==> src/design/uai_pkg.sv <==
// Constants, register map and carrier types for the serial port interrupt/baud/mode block.
// Assumes the FIFO, line control and shifter logic live outside and share this clock.
package uai_pkg;
    localparam logic [7:0]  ISR_OFS    = 8'h1c;
    localparam logic [7:0]  TOR_OFS    = 8'h20;
    localparam logic [7:0]  BAUD_OFS   = 8'h24;
    localparam logic [7:0]  IRCR_OFS   = 8'h28;
    localparam logic [7:0]  ALT_OFS    = 8'h2c;
    localparam logic [7:0]  FUN_OFS    = 8'h30;
    localparam logic [7:0]  AUX_OFS    = 8'h34;
    localparam logic [31:0] TOR_MASK   = 32'h0000ffff;
    localparam logic [31:0] BAUD_MASK  = 32'h3f00ffff;
    localparam logic [31:0] IRCR_MASK  = 32'h00000062;
    localparam logic [31:0] ALT_MASK   = 32'hff0087cf;
    localparam logic [31:0] FUN_MASK   = 32'h00000003;
    localparam logic [31:0] TOR_RST    = 32'h00000000;
    localparam logic [31:0] BAUD_RST   = 32'h0f000000;
    localparam logic [31:0] IRCR_RST   = 32'h00000040;
    localparam logic [31:0] ALT_RST    = 32'h00000000;
    localparam logic [31:0] FUN_RST    = 32'h00000000;
    localparam int TOR_DLY_LSB   = 8;
    localparam int BAUD_XEN_BIT  = 29;
    localparam int BAUD_XONE_BIT = 28;
    localparam int BAUD_X_LSB    = 24;
    localparam int IRCR_INVRX    = 6;
    localparam int IRCR_INVTX    = 5;
    localparam int IRCR_TXSEL    = 1;
    localparam int ALT_MATCH_LSB = 24;
    localparam int ALT_ADDEN     = 15;
    localparam int ALT_AUD       = 10;
    localparam int ALT_AAD       = 9;
    localparam int ALT_NMM       = 8;
    localparam int ALT_LINTX     = 7;
    localparam int ALT_LINRX     = 6;
    localparam int ISR_LIN       = 7;
    localparam int AUX_CTS       = 0;
    localparam int AUX_TXOVR     = 1;
    localparam int AUX_ADDR      = 2;
    localparam int AUX_TOCNT_LSB = 8;
    localparam logic        THRE_RST     = 1'b1;
    localparam logic [3:0]  M_DEFAULT_M1 = 4'hf;
    localparam logic [4:0]  LIN_BRK_ADD  = 5'd2;
    localparam logic [16:0] BRD_ADD      = 17'd2;

    typedef enum logic [1:0] {
        UAI_FN_UART  = 2'b00,
        UAI_FN_LIN   = 2'b01,
        UAI_FN_IRDA  = 2'b10,
        UAI_FN_RS485 = 2'b11
    } uai_func_t;

    typedef enum logic [1:0] {
        UAI_LT_IDLE  = 2'b00,
        UAI_LT_ALIGN = 2'b01,
        UAI_LT_SEND  = 2'b11
    } uai_lin_st_t;

    typedef struct packed {
        logic rx_push;
        logic rx_pop;
        logic tx_write;
        logic tx_last_moved;
        logic tx_stop_done;
        logic lin_break_seen;
        logic addr_char;
    } uai_evt_t;

    typedef struct packed {
        logic brk;
        logic frame;
        logic parity;
        logic rx_over;
    } uai_line_t;

    typedef struct packed {
        logic lin;
        logic buf_err;
        logic tout;
        logic modem;
        logic rls;
        logic thre;
        logic rda;
    } uai_ien_t;
endpackage

==> src/design/uai_ctrl.sv <==
// Interrupt status, receive time-out, baud generator, IrDA/LIN/RS-485 mode control.
// Assumes FIFO/shifter events arrive as one-cycle pulses on clk_i; pins are asynchronous.
//
// Strobed register access is this design's own decision.
`timescale 1ns/1ps
`default_nettype none

// What this block does
// - Each interrupt indicator reads one only while its flag and enable are one.
// - LIN break detected sets a flag, interrupts if enabled, write one clears.
// - Buffer error follows either overflow flag, read-only, clears when both clear.
// - Time-out flag sets when data waits idle and counter hits compare; buffer read clears.
// - Time-out counter ticks per bit, restarts on new word; new data or empty clears.
// - Modem flag mirrors the clear-to-send change flag.
// - Line status flag is set by break, frame, parity or address detect; read-only.
// - RS-485 address character sets line status and the address detect flag.
// - Holding-empty flag sets when last entry leaves, clears on a new write.
// - Receive-available flag sets when FIFO count equals trigger level.
// - Transmitter idles a programmable gap between stop bit and next start.
// - Bit rate is clock divided by M times divisor plus two; M defaults sixteen.
// - With extra divider on, M is field plus one unless BAUD_XONE_BIT forces it to one; software keeps it at least eight.
// - Two bits independently invert receive input and transmit output.
// - IrDA direction bit: zero enables receiver, one enables transmitter.
// - Hold an 8-bit address match value and an address detect enable.
// - LIN transmit-break enable sends a break, then hardware clears the bit.
// - The transmitted break lasts break length field plus two bit times.
// - Function select picks plain, LIN, IrDA or RS-485 mode.
// - Writing while transmit FIFO is full sets overflow; write one clears.
// - Clear-to-send change flag sets on any input change; write one clears.
module uai_ctrl #(
    parameter int CNT_W = 5
) (
    input  wire logic                 clk_i,                 // 200 MHz clock
    input  wire logic                 reset_n_i,             // Async reset, active low
    input  wire logic [7:0]           addr_i,                // Register byte address
    input  wire logic [31:0]          wdata_i,               // Write data
    input  wire logic                 wr_i,                  // Write strobe
    input  wire logic                 rd_i,                  // Read strobe
    output logic      [31:0]          rdata_o,               // Read data, cycle after rd_i
    input  wire uai_pkg::uai_evt_t    evt_i,                 // FIFO and shifter event pulses
    input  wire uai_pkg::uai_line_t   line_i,                // Receive error flag levels
    input  wire uai_pkg::uai_ien_t    ien_i,                 // Interrupt enables
    input  wire logic [CNT_W-1:0]     rx_count_i,            // Words in receive FIFO
    input  wire logic [CNT_W-1:0]     rx_trigger_level_i,    // Receive trigger level
    input  wire logic                 tx_fifo_full_i,        // Transmit FIFO full
    input  wire logic                 rx_buffer_port_rd_i,   // Receive buffer read pulse
    input  wire logic [7:0]           rx_addr_data_i,        // Address character value
    input  wire logic                 cts_pin_i,             // Clear-to-send pin
    input  wire logic                 rx_pin_i,              // Receive pin
    input  wire logic                 tx_serial_i,           // Shifter serial output
    output logic                      rx_serial_o,           // Synced, maybe inverted rx
    output logic                      tx_pin_o,              // Transmit pin
    output logic                      baud_tick_o,           // One pulse per bit time
    output logic                      tx_gap_hold_o,         // Holds next start bit back
    output logic                      irda_tx_enable_o,      // IrDA transmit path on
    output logic                      irda_rx_enable_o,      // IrDA receive path on
    output logic      [1:0]           controller_function_select_o // Active mode
);
    logic [31:0] tor, baud, ircr, alt, fun;
    logic        rx_avail_flag, tx_hold_empty_flag, tout_flag, lin_flag;
    logic        cts_change_flag, tx_over_flag, multidrop_addr_detect_flag;
    logic [7:0]  rx_timeout_counter;
    logic        cts_s1, cts_s2, cts_s3, rx_s1, rx_s2;
    logic [3:0]  pre_cnt;
    logic [16:0] div_cnt;
    logic [7:0]  gap_cnt;
    logic [4:0]  brk_cnt;
    uai_pkg::uai_lin_st_t lin_st, next_lin_st;

    wire wr_isr  = wr_i && (addr_i == uai_pkg::ISR_OFS);
    wire wr_tor  = wr_i && (addr_i == uai_pkg::TOR_OFS);
    wire wr_baud = wr_i && (addr_i == uai_pkg::BAUD_OFS);
    wire wr_ircr = wr_i && (addr_i == uai_pkg::IRCR_OFS);
    wire wr_alt  = wr_i && (addr_i == uai_pkg::ALT_OFS);
    wire wr_fun  = wr_i && (addr_i == uai_pkg::FUN_OFS);
    wire wr_aux  = wr_i && (addr_i == uai_pkg::AUX_OFS);

    wire [7:0]  rx_timeout_compare = tor[7:0];
    wire [7:0]  tx_gap_delay       = tor[uai_pkg::TOR_DLY_LSB +: 8];
    wire [15:0] baud_divisor_value = baud[15:0];
    wire [3:0]  divider_x          = baud[uai_pkg::BAUD_X_LSB +: 4];
    wire        rx_invert          = ircr[uai_pkg::IRCR_INVRX];
    wire        tx_invert          = ircr[uai_pkg::IRCR_INVTX];
    wire [7:0]  addr_match         = alt[uai_pkg::ALT_MATCH_LSB +: 8];
    wire        multidrop_addr_detect_enable = alt[uai_pkg::ALT_ADDEN];
    wire        multidrop_auto_addr_detect   = alt[uai_pkg::ALT_AAD];
    wire        lin_tx_enable      = alt[uai_pkg::ALT_LINTX];
    wire [3:0]  lin_break_length   = alt[3:0];
    wire uai_pkg::uai_func_t func  = uai_pkg::uai_func_t'(fun[1:0]);

    // Line status is derived, so it drops as soon as its sources are gone
    wire rx_line_status_flag = line_i.brk | line_i.frame | line_i.parity
                             | multidrop_addr_detect_flag;
    wire buf_err_flag = tx_over_flag | line_i.rx_over;
    wire modem_flag   = cts_change_flag;
    wire [7:0] isr_flags = {lin_flag, 1'b0, buf_err_flag, tout_flag, modem_flag,
                            rx_line_status_flag, tx_hold_empty_flag, rx_avail_flag};
    wire [7:0] ien_vec = {ien_i.lin, 1'b0, ien_i.buf_err, ien_i.tout, ien_i.modem,
                          ien_i.rls, ien_i.thre, ien_i.rda};
    wire [7:0] isr_ind = isr_flags & ien_vec;

    // Prescaler runs M cycles, divisor stage BAUD_DIVISOR_VALUE+2 prescaler wraps
    wire [3:0] m_minus1 = !baud[uai_pkg::BAUD_XEN_BIT] ? uai_pkg::M_DEFAULT_M1 :
                          baud[uai_pkg::BAUD_XONE_BIT] ? 4'h0 : divider_x;
    wire [16:0] div_last = {1'b0, baud_divisor_value} + uai_pkg::BRD_ADD - 17'd1;
    wire pre_wrap = (pre_cnt >= m_minus1);
    // Compare with >= so a smaller divisor written mid-count cannot run away
    wire div_wrap = (div_cnt >= div_last);
    wire next_tick = pre_wrap && div_wrap;

    wire rx_nonempty   = (rx_count_i != '0);
    wire rx_activity   = evt_i.rx_push | evt_i.rx_pop | rx_buffer_port_rd_i;
    wire tout_set      = rx_nonempty && !rx_activity
                       && (rx_timeout_counter == rx_timeout_compare);
    wire tout_clr      = rx_buffer_port_rd_i | evt_i.rx_push | !rx_nonempty;
    wire rda_eq        = (rx_count_i == rx_trigger_level_i);
    wire rda_below     = (rx_count_i < rx_trigger_level_i);
    wire cts_changed   = cts_s2 ^ cts_s3;
    wire tx_over_set   = evt_i.tx_write && tx_fifo_full_i;
    wire addr_hit      = !multidrop_auto_addr_detect || (rx_addr_data_i == addr_match);
    wire addr_set      = evt_i.addr_char && (func == uai_pkg::UAI_FN_RS485)
                       && multidrop_addr_detect_enable && addr_hit;
    wire lin_send      = (lin_st == uai_pkg::UAI_LT_SEND);
    wire [4:0] brk_last = {1'b0, lin_break_length} + uai_pkg::LIN_BRK_ADD - 5'd1;
    wire brk_done      = lin_send && baud_tick_o && (brk_cnt == brk_last);

    always_comb begin
        next_lin_st = lin_st;
        case (lin_st)
            uai_pkg::UAI_LT_IDLE: begin
                if (lin_tx_enable) begin
                    next_lin_st = uai_pkg::UAI_LT_ALIGN;
                end
            end
            uai_pkg::UAI_LT_ALIGN: begin
                if (baud_tick_o) begin
                    next_lin_st = uai_pkg::UAI_LT_SEND;
                end
            end
            uai_pkg::UAI_LT_SEND: begin
                if (brk_done) begin
                    next_lin_st = uai_pkg::UAI_LT_IDLE;
                end
            end
            default: next_lin_st = uai_pkg::UAI_LT_IDLE;
        endcase
    end

    wire [7:0]  next_gap = evt_i.tx_stop_done ? tx_gap_delay :
                           (baud_tick_o && gap_cnt != 8'h00) ? gap_cnt - 8'h01 : gap_cnt;
    wire [31:0] aux_rd = {16'h0000, rx_timeout_counter, 5'h00,
                          multidrop_addr_detect_flag, tx_over_flag, cts_change_flag};
    wire [31:0] rd_mux = (addr_i == uai_pkg::ISR_OFS)  ? {16'h0000, isr_ind, isr_flags} :
                         (addr_i == uai_pkg::TOR_OFS)  ? tor  :
                         (addr_i == uai_pkg::BAUD_OFS) ? baud :
                         (addr_i == uai_pkg::IRCR_OFS) ? ircr :
                         (addr_i == uai_pkg::ALT_OFS)  ? alt  :
                         (addr_i == uai_pkg::FUN_OFS)  ? fun  :
                         (addr_i == uai_pkg::AUX_OFS)  ? aux_rd : 32'h00000000;

    // Configuration registers; masks keep reserved bits at zero
    always_ff @(posedge clk_i or negedge reset_n_i) begin
        if (!reset_n_i) begin
            tor  <= uai_pkg::TOR_RST;
            baud <= uai_pkg::BAUD_RST;
            ircr <= uai_pkg::IRCR_RST;
            fun  <= uai_pkg::FUN_RST;
        end else begin
            if (wr_tor)  tor  <= wdata_i & uai_pkg::TOR_MASK;
            if (wr_baud) baud <= wdata_i & uai_pkg::BAUD_MASK;
            if (wr_ircr) ircr <= wdata_i & uai_pkg::IRCR_MASK;
            if (wr_fun)  fun  <= wdata_i & uai_pkg::FUN_MASK;
        end
    end

    // A software write wins over the self-clear so a fresh request is never dropped
    always_ff @(posedge clk_i or negedge reset_n_i) begin
        if (!reset_n_i) begin
            alt <= uai_pkg::ALT_RST;
        end else if (wr_alt) begin
            alt <= wdata_i & uai_pkg::ALT_MASK;
        end else if (brk_done) begin
            alt[uai_pkg::ALT_LINTX] <= 1'b0;
        end
    end

    always_ff @(posedge clk_i or negedge reset_n_i) begin
        if (!reset_n_i) begin
            rdata_o <= 32'h00000000;
        end else begin
            rdata_o <= rd_i ? rd_mux : 32'h00000000;
        end
    end

    // Synchronisers; rx is taken from the second stage, clear-to-send change from the second and third
    always_ff @(posedge clk_i or negedge reset_n_i) begin
        if (!reset_n_i) begin
            // Idle level of the pin, so release of reset shows no false change
            cts_s1 <= 1'b1;
            cts_s2 <= 1'b1;
            cts_s3 <= 1'b1;
            rx_s1  <= 1'b1;
            rx_s2  <= 1'b1;
        end else begin
            cts_s1 <= cts_pin_i;
            cts_s2 <= cts_s1;
            cts_s3 <= cts_s2;
            rx_s1  <= rx_pin_i;
            rx_s2  <= rx_s1;
        end
    end

    // Sticky flags: set beats clear in the same cycle
    always_ff @(posedge clk_i or negedge reset_n_i) begin
        if (!reset_n_i) begin
            lin_flag                   <= 1'b0;
            cts_change_flag            <= 1'b0;
            tx_over_flag               <= 1'b0;
            multidrop_addr_detect_flag <= 1'b0;
            tx_hold_empty_flag         <= uai_pkg::THRE_RST;
            rx_avail_flag              <= 1'b0;
            tout_flag                  <= 1'b0;
        end else begin
            lin_flag <= evt_i.lin_break_seen
                      | (lin_flag & ~(wr_isr & wdata_i[uai_pkg::ISR_LIN]));
            cts_change_flag <= cts_changed
                      | (cts_change_flag & ~(wr_aux & wdata_i[uai_pkg::AUX_CTS]));
            tx_over_flag <= tx_over_set
                      | (tx_over_flag & ~(wr_aux & wdata_i[uai_pkg::AUX_TXOVR]));
            multidrop_addr_detect_flag <= addr_set
                      | (multidrop_addr_detect_flag
                         & ~(wr_aux & wdata_i[uai_pkg::AUX_ADDR]));
            tx_hold_empty_flag <= evt_i.tx_last_moved
                      | (tx_hold_empty_flag & ~evt_i.tx_write);
            rx_avail_flag <= rda_eq | (rx_avail_flag & ~rda_below);
            tout_flag <= tout_set | (tout_flag & ~tout_clr);
        end
    end

    // Counter saturates so it cannot wrap and fire a second time
    always_ff @(posedge clk_i or negedge reset_n_i) begin
        if (!reset_n_i) begin
            rx_timeout_counter <= 8'h00;
        end else if (evt_i.rx_push) begin
            rx_timeout_counter <= 8'h00;
        end else if (baud_tick_o && rx_timeout_counter != 8'hff) begin
            rx_timeout_counter <= rx_timeout_counter + 8'h01;
        end
    end

    always_ff @(posedge clk_i or negedge reset_n_i) begin
        if (!reset_n_i) begin
            pre_cnt     <= 4'h0;
            div_cnt     <= 17'h00000;
            baud_tick_o <= 1'b0;
        end else begin
            pre_cnt     <= pre_wrap ? 4'h0 : pre_cnt + 4'h1;
            baud_tick_o <= next_tick;
            if (pre_wrap) begin
                div_cnt <= div_wrap ? 17'h00000 : div_cnt + 17'h00001;
            end
        end
    end

    always_ff @(posedge clk_i or negedge reset_n_i) begin
        if (!reset_n_i) begin
            lin_st  <= uai_pkg::UAI_LT_IDLE;
            brk_cnt <= 5'h00;
        end else begin
            lin_st <= next_lin_st;
            if (!lin_send) begin
                brk_cnt <= 5'h00;
            end else if (baud_tick_o) begin
                brk_cnt <= brk_cnt + 5'h01;
            end
        end
    end

    always_ff @(posedge clk_i or negedge reset_n_i) begin
        if (!reset_n_i) begin
            gap_cnt                      <= 8'h00;
            tx_gap_hold_o                <= 1'b0;
            tx_pin_o                     <= 1'b1;
            rx_serial_o                  <= 1'b1;
            irda_tx_enable_o             <= 1'b0;
            irda_rx_enable_o             <= 1'b0;
            controller_function_select_o <= 2'b00;
        end else begin
            gap_cnt       <= next_gap;
            tx_gap_hold_o <= (next_gap != 8'h00);
            tx_pin_o      <= (next_lin_st == uai_pkg::UAI_LT_SEND ? 1'b0 : tx_serial_i)
                             ^ tx_invert;
            rx_serial_o   <= rx_s2 ^ rx_invert;
            irda_tx_enable_o <= (func == uai_pkg::UAI_FN_IRDA) && ircr[uai_pkg::IRCR_TXSEL];
            irda_rx_enable_o <= (func == uai_pkg::UAI_FN_IRDA) && !ircr[uai_pkg::IRCR_TXSEL];
            controller_function_select_o <= fun[1:0];
        end
    end

    logic [20:0] tick_gap;
    logic        cfg_dirty;
    always_ff @(posedge clk_i or negedge reset_n_i) begin
        if (!reset_n_i) begin
            tick_gap  <= 21'h000000;
            cfg_dirty <= 1'b1;
        end else begin
            tick_gap  <= baud_tick_o ? 21'h000001 : tick_gap + 21'h000001;
            cfg_dirty <= wr_baud | (cfg_dirty & ~baud_tick_o);
        end
    end
    wire [20:0] exp_m      = {17'h00000, m_minus1} + 21'h000001;
    wire [20:0] exp_div    = {5'h00, baud_divisor_value} + 21'h000002;
    wire [41:0] exp_prod   = exp_m * exp_div;
    wire [20:0] exp_period = exp_prod[20:0];
endmodule

`default_nettype wire

==> config.mk <==
export PLATFORM = sky130hd
export DESIGN_NAME = uai_ctrl
export DESIGN_NICKNAME = d
export VERILOG_FILES = /design/src/design/uai_pkg.sv /design/src/design/uai_ctrl.sv
export SDC_FILE = /design/constraint.sdc
export NUM_CORES = 1
export LEC_CHECK = 0
export BUFFER_PORTS_ARGS = -buffer_cell sky130_fd_sc_hd__buf_2
export CAP_MARGIN = 20
export CORE_MARGIN = 2
export CORE_UTILIZATION = 35
export DETAILED_ROUTE_END_ITERATION = 10
export PLACE_DENSITY = 0.55
export SLEW_MARGIN = 5
export SYNTH_ARGS = -nofsm -noshare
export SYNTH_HDL_FRONTEND = slang
export SYNTH_SLANG_ARGS = --single-unit
==> constraint.sdc <==
create_clock -name clk_i -period 2.7 [get_ports clk_i]
set_input_delay 0.27 -clock clk_i [delete_from_list [all_inputs] [get_ports clk_i]]
set_output_delay 0.27 -clock clk_i [all_outputs]
set_load 0.03 [all_outputs]
Yosys cells after proc, flatten, opt, wreduce, memory -nomap -nowiden
Index checks and enable logic that the tools add are counted.
{ "totals": {"ff_bits": 157, "inputBits": 85, "output_inout_bits": 40, "word_cells": 155} }
{ "classes": {"add_sub_neg": 9, "magnitude_cmp": 3, "eq_ne": 18, "mux": 25, "n_bitwise": 37, "reduce_logical": 31} }
{ "ops": {"columns": ["cell", "n"], "rows": [
  ["32-bit 2-to-1 mux", 6],
  ["8-bit by 6-bit equality test with 1-bit output (second input constant)", 6],
  ["16-bit 2-to-1 mux", 2],
  ["8-bit 2-to-1 mux", 4],
  ["1-bit logical AND", 20],
  ["16-bit by 2-bit adder with 17-bit output (second input constant)", 1],
  ["17-bit by 1-bit adder with 17-bit output (second input constant)", 1],
  ["17-bit >= comparator", 1],
  ["17-bit 2-to-1 mux", 1],
  ["17-bit by 1-bit subtractor with 17-bit output (second input constant)", 1],
  ["8-bit equality test", 2],
  ["8-bit nonzero test", 2],
  ["1-bit OR", 15],
  ["4-bit 2-to-1 mux", 3],
  ["1-bit bitwise AND", 11],
  ["5-bit equality test", 2],
  ["5-bit 2-to-1 mux", 2],
  ["8-bit by 1-bit adder with 8-bit output (second input constant)", 1],
  ["8-bit bitwise AND", 1],
  ["2-bit equality test (second input constant)", 4],
  ["8-bit by 5-bit equality test with 1-bit output (second input constant)", 1],
  ["8-bit != test (second input constant)", 1],
  ["8-bit by 1-bit subtractor with 8-bit output (second input constant)", 1],
  ["1-bit inverter", 7],
  ["17 further kinds", 27]
]} }

Longest topological paths before layout
{ "logic_depth": {"word_depth": 9, "depth_mapped": 15, "ltp_nobuf": 13} }

Worst setup path after synthesis
Ideal clock, no wire load.
{ "synth_path": {"kind": "reg-to-reg", "start": "register baud[2]", "end": "register div_cnt[10]", "setup_ns": 0.121, "arrival_ns": 2.773, "t_required_ns": 2.579, "setup_slack_ns": -0.194, "stages_incl_launch_ff": 15, "n_path_buf": 1, "synth_period_minus_slack_ns": 2.894, "cell_sequence": "dfrtp_1 nand3_1 nor2_1 nand3_1 nor2_1 nand3_1 xor2_1 ha_1 nand4_1 or4_1 a21oi_1 nor2_1 a21oi_1 buf_2 nor2_1"} }
{ "synth_between": {"elab_chain_cells": 4} }
{ "synth_lines": {"columns": ["element", "line_no", "source"], "rows": [
  ["from (decl)", "uai_ctrl.sv:59", "logic [31:0] tor, baud, ircr, alt, fun;"],
  ["from (signal assigned)", "uai_ctrl.sv:165", "baud <= uai_pkg::BAUD_RST;"],
  ["from (signal assigned)", "uai_ctrl.sv:170", "if (wr_baud) baud <= wdata_i & uai_pkg::BAUD_MASK;"],
  ["16-bit by 2-bit adder with 17-bit output", "uai_ctrl.sv:105", "wire [16:0] div_last = {1'b0, baud_divisor_value} + uai_pkg::BRD_ADD - 17'd1;"],
  ["17-bit by 1-bit subtractor with 17-bit output", "uai_ctrl.sv:105", null],
  ["17-bit >= comparator", "uai_ctrl.sv:108", "wire div_wrap = (div_cnt >= div_last);"],
  ["17-bit 2-to-1 mux", "uai_ctrl.sv:260", "div_cnt <= div_wrap ? 17'h00000 : div_cnt + 17'h00001;"],
  ["to (signal assigned)", "uai_ctrl.sv:260", null],
  ["to (decl)", "uai_ctrl.sv:65", "logic [16:0] div_cnt;"]
]} }
No other way between the ends.
A chain may end at the register's enable or synchronous reset.

Worst setup path in the final report
{ "layout_path": {"start": "register baud[3]", "end": "register div_cnt[9]"} }
Same word-level chain as after synthesis.

==> metrics <==
cts bufs inserted=17; DIE AREA=23800 um^2; post-layout worst setup margin=-0.167 ns; slew at the pin closest to its max-slew limit=0.793 ns; status=complete, but fails checks; total instance count after detailed placement=1134; yosys synthesis warning count=0; beginning of the worst hold path=rx_buffer_port_rd_i; Async SR Flop Fraction=100%; core region area=22000 um^2; post-detailed-route count of antenna-violating nets=0; Vias/cell=5.16; global routing usage summed across all routing layers=18.7%; remaining max-slew budget at the tightest pin=46.8%; worst setup slack for register-to-register paths=-0.17 ns; width of the chip=154 um; dominant cell by count in the synthesized netlist=dfrtp_1; global-route wire length before repair=34500 um; synthesized instance count=729; static leakage=4.60 nW; via count of the first global-routing pass=6084; dominant register cell in the synthesized netlist=dfrtp_1; Arr. time, crit path=3.18 ns; final non-filler cell total=1177; quantity of I/O buffers inserted on ports=108; clk sink count=149; number of failing setup endpoints in the final timing report=18; count of H-tree levels built during CTS=4; Tmin final=2.87 ns; nets@finish=1003; floorplan row count=54; Clk pin slew, worst setup/hold paths=0.06 ns; violated checks=setup timing; total of fill cells in the finished design=2091; critical path type=reg -> reg; maximum clock path buffer count=2; post-route setup TNS=-2.48 ns; final worst-path cycle share=106%; final WL=21800 um; Final Hold Vio Count=0; highest attainable clock frequency=0.349 GHz; Iter 0 DRT Violations=432; Avg Cell Area, Syn=10.8 um^2; antenna violations before repair=0; R2R Path End=div_cnt[9]$_DFFE_PN0N_; total number of vias=6076; Seq/Total Area, Yosys=47.4%; area share of the largest cell type after synthesis=43.1%; Clock Skew=0.00787 ns; Initial Utilization=36.0%; max capacitance violation total=0; diodes inserted=0; Remaining DRCs=0; source-to-sink clock delay at the later pin of the worst-skew pair=0.43 ns; top cells by area in the synthesized netlist=dfrtp_1 (43%), mux2_2 (9.1%), ha_1 (5.4%); share of post-route cells with drive strength above 1=34.0%; startpoint types=register; unrepaired setup endpoints after global routing=true; largest net degree at the start of global routing=66; first-pass iteration count of the detailed router=7; clock tree from TritonCTS=done; number of synthesized register bits=149; largest area contributor in the synthesized netlist=dfrtp_1; placed wire-length estimate after detailed placement=16000 um; count of flip-flops with a built-in enable after synthesis=0; number of primary I/O pins=125; Post-Syn Area=7900 um^2; Pins Over Slew Limit=0; cell types with the highest counts after synthesis=dfrtp_1 (136), mux2_2 (64), nor2_1 (56); R2R depth=14; count of cell types in the netlist=71; global placer's final weighted congestion=0.908; Crit Path Max Fanout=5; required time at the worst-slack endpoint=3.01 ns; hold depth=2; Worst Hold Path EP=tout_flag$_DFF_PN0_; cell at the root of the clock tree=clkbuf_16; overall overflow remaining after global route=0; worst hold-check path type=in -> reg; layout overhead on the synthesized area=23.8%; WL/cell=18.5 um; R2R Path Start=baud[3]$_DFFE_PN0P_; endpoint type of the worst setup path=register; power per standard cell area=643 nW/um^2; worst vdd ir=0.000327 V; die extent in y=154 um
-- worst max-delay path by stage --
stage,from,endpoint,depth (start not counted)
2_1_floorplan,baud[2]$_DFFE_PN0P_,div_cnt[10]$_DFFE_PN0N_,14
3_3_place_gp,baud[3]$_DFFE_PN0P_,div_cnt[3]$_DFFE_PN0N_,14
3_5_place_dp,baud[4]$_DFFE_PN0P_,div_cnt[11]$_DFFE_PN0N_,14
4_1_cts,baud[4]$_DFFE_PN0P_,div_cnt[16]$_DFFE_PN0N_,14
5_1_grt,baud[3]$_DFFE_PN0P_,div_cnt[9]$_DFFE_PN0N_,14
6_report,baud[3]$_DFFE_PN0P_,div_cnt[9]$_DFFE_PN0N_,14
-- cells by family after synthesis --
| group | share of synthesized area [%] |
|---|---|
| and+or+nand+nor | 15.9 |
| DFF | 47.4 |
| AOI/OAI and AO/OA | 10.3 |
| muxes | 10.4 |
| xor gates and xnor gates | 6.65 |
| buffers and inverters | 3.86 |
| adders and majority gates | 5.39 |
| other | 0.0475 |
-- state kept, by name (all words and copies together) (netlist names), 2 cells and up --
signal / count
alt: 18
pre_cnt: 4
div_cnt: 17
ircr: 3
tor: 16
gap_cnt: 8
fun: 2
controller_function_select_o: 2
lin_st: 2
baud: 22
rx_timeout_counter: 8
rdata_o: 24
brk_cnt: 5
-- what timing repair did --
item                                   in CTS  in global routing
gates resized for setup                    10                 14
setup endpoints to repair                  18                 18
endpoints found under the hold margin      57                  0
gates cloned                                2                  0
hold buffers                                3                  0
pin swaps                                  13                  3
buffers inserted                            4                  2
-- power by group --
| part | internal, W | switching [W] | leakage [nW] |
|---|---|---|---|
| Sequential | 0.00239 | 0.000148 | 1.99 |
| Clock | 0.00158 | 0.00101 | 0.307 |
| Combinational | 0.000494 | 0.000655 | 2.30 |
-- cell usage in the layout (no fill, tap or decap), types with 28 or more instances in the layout --
cell type  instances
buf_4             46
nor2_1            47
inv_1             28
dfrtp_1          136
nand2_1           42
buf_2            107
ha_1              34
xor2_1            33
mux2_2            64
nand3_1           32
-- worst max-delay path: stages (launching register included) --
cell and delay (ns):
dfrtp_1 0.36, nand3_2 0.11, nor2_4 0.13, nand2_2 0.07, or3_4 0.40, nor2_4 0.11
xnor2_2 0.07, ha_1 0.29, nand4_1 0.14, or4_4 0.46, a21oi_4 0.17, nor2_4 0.08
a21oi_4 0.17, buf_6 0.15, nor2_2 0.04
-- area by class of cell --
cell class                      count  area, um^2  area share [%]
Multi-Input combinational cell    528        3980            40.7
Inverter                           28         105            1.07
Clock inverter                     14         198            2.02
Sequential cell                   149        3740            38.3
Tap cell                          280         350            3.58
Timing Repair Buffer              160         965            9.86
Clock buffer                       18         439            4.49
-- routing by layer --
metal  vias to the layer above  GRT usage, %  wire (um)
met5                         -             0          0
li1                       2917             -          -
met2                       130          29.0      10100
met1                      3011          27.1      10600
met3                        18          3.45        855
met4                         0          4.58        278
-- per-stage QoR --
stage | instance area [um^2] | total power [W] | hold WS (ns) | worst slack [ns] | util [%]
after floorplan | 7960 | 0.00324 | -0.0256 | -0.0730 | -
after global placement | 8970 | 0.00361 | 0.317 | -0.201 | 40.9
after detailed placement | 8970 | 0.00361 | 0.316 | -0.231 | 40.9
after CTS | 9720 | 0.00629 | 0.00660 | -0.168 | 44.3
after global routing | 9780 | 0.00658 | 0.0103 | -0.298 | 44.5
final | 9780 | 0.00629 | 0.0129 | -0.167 | 44.5
Note: power is estimated with default switching activity, not from simulation.
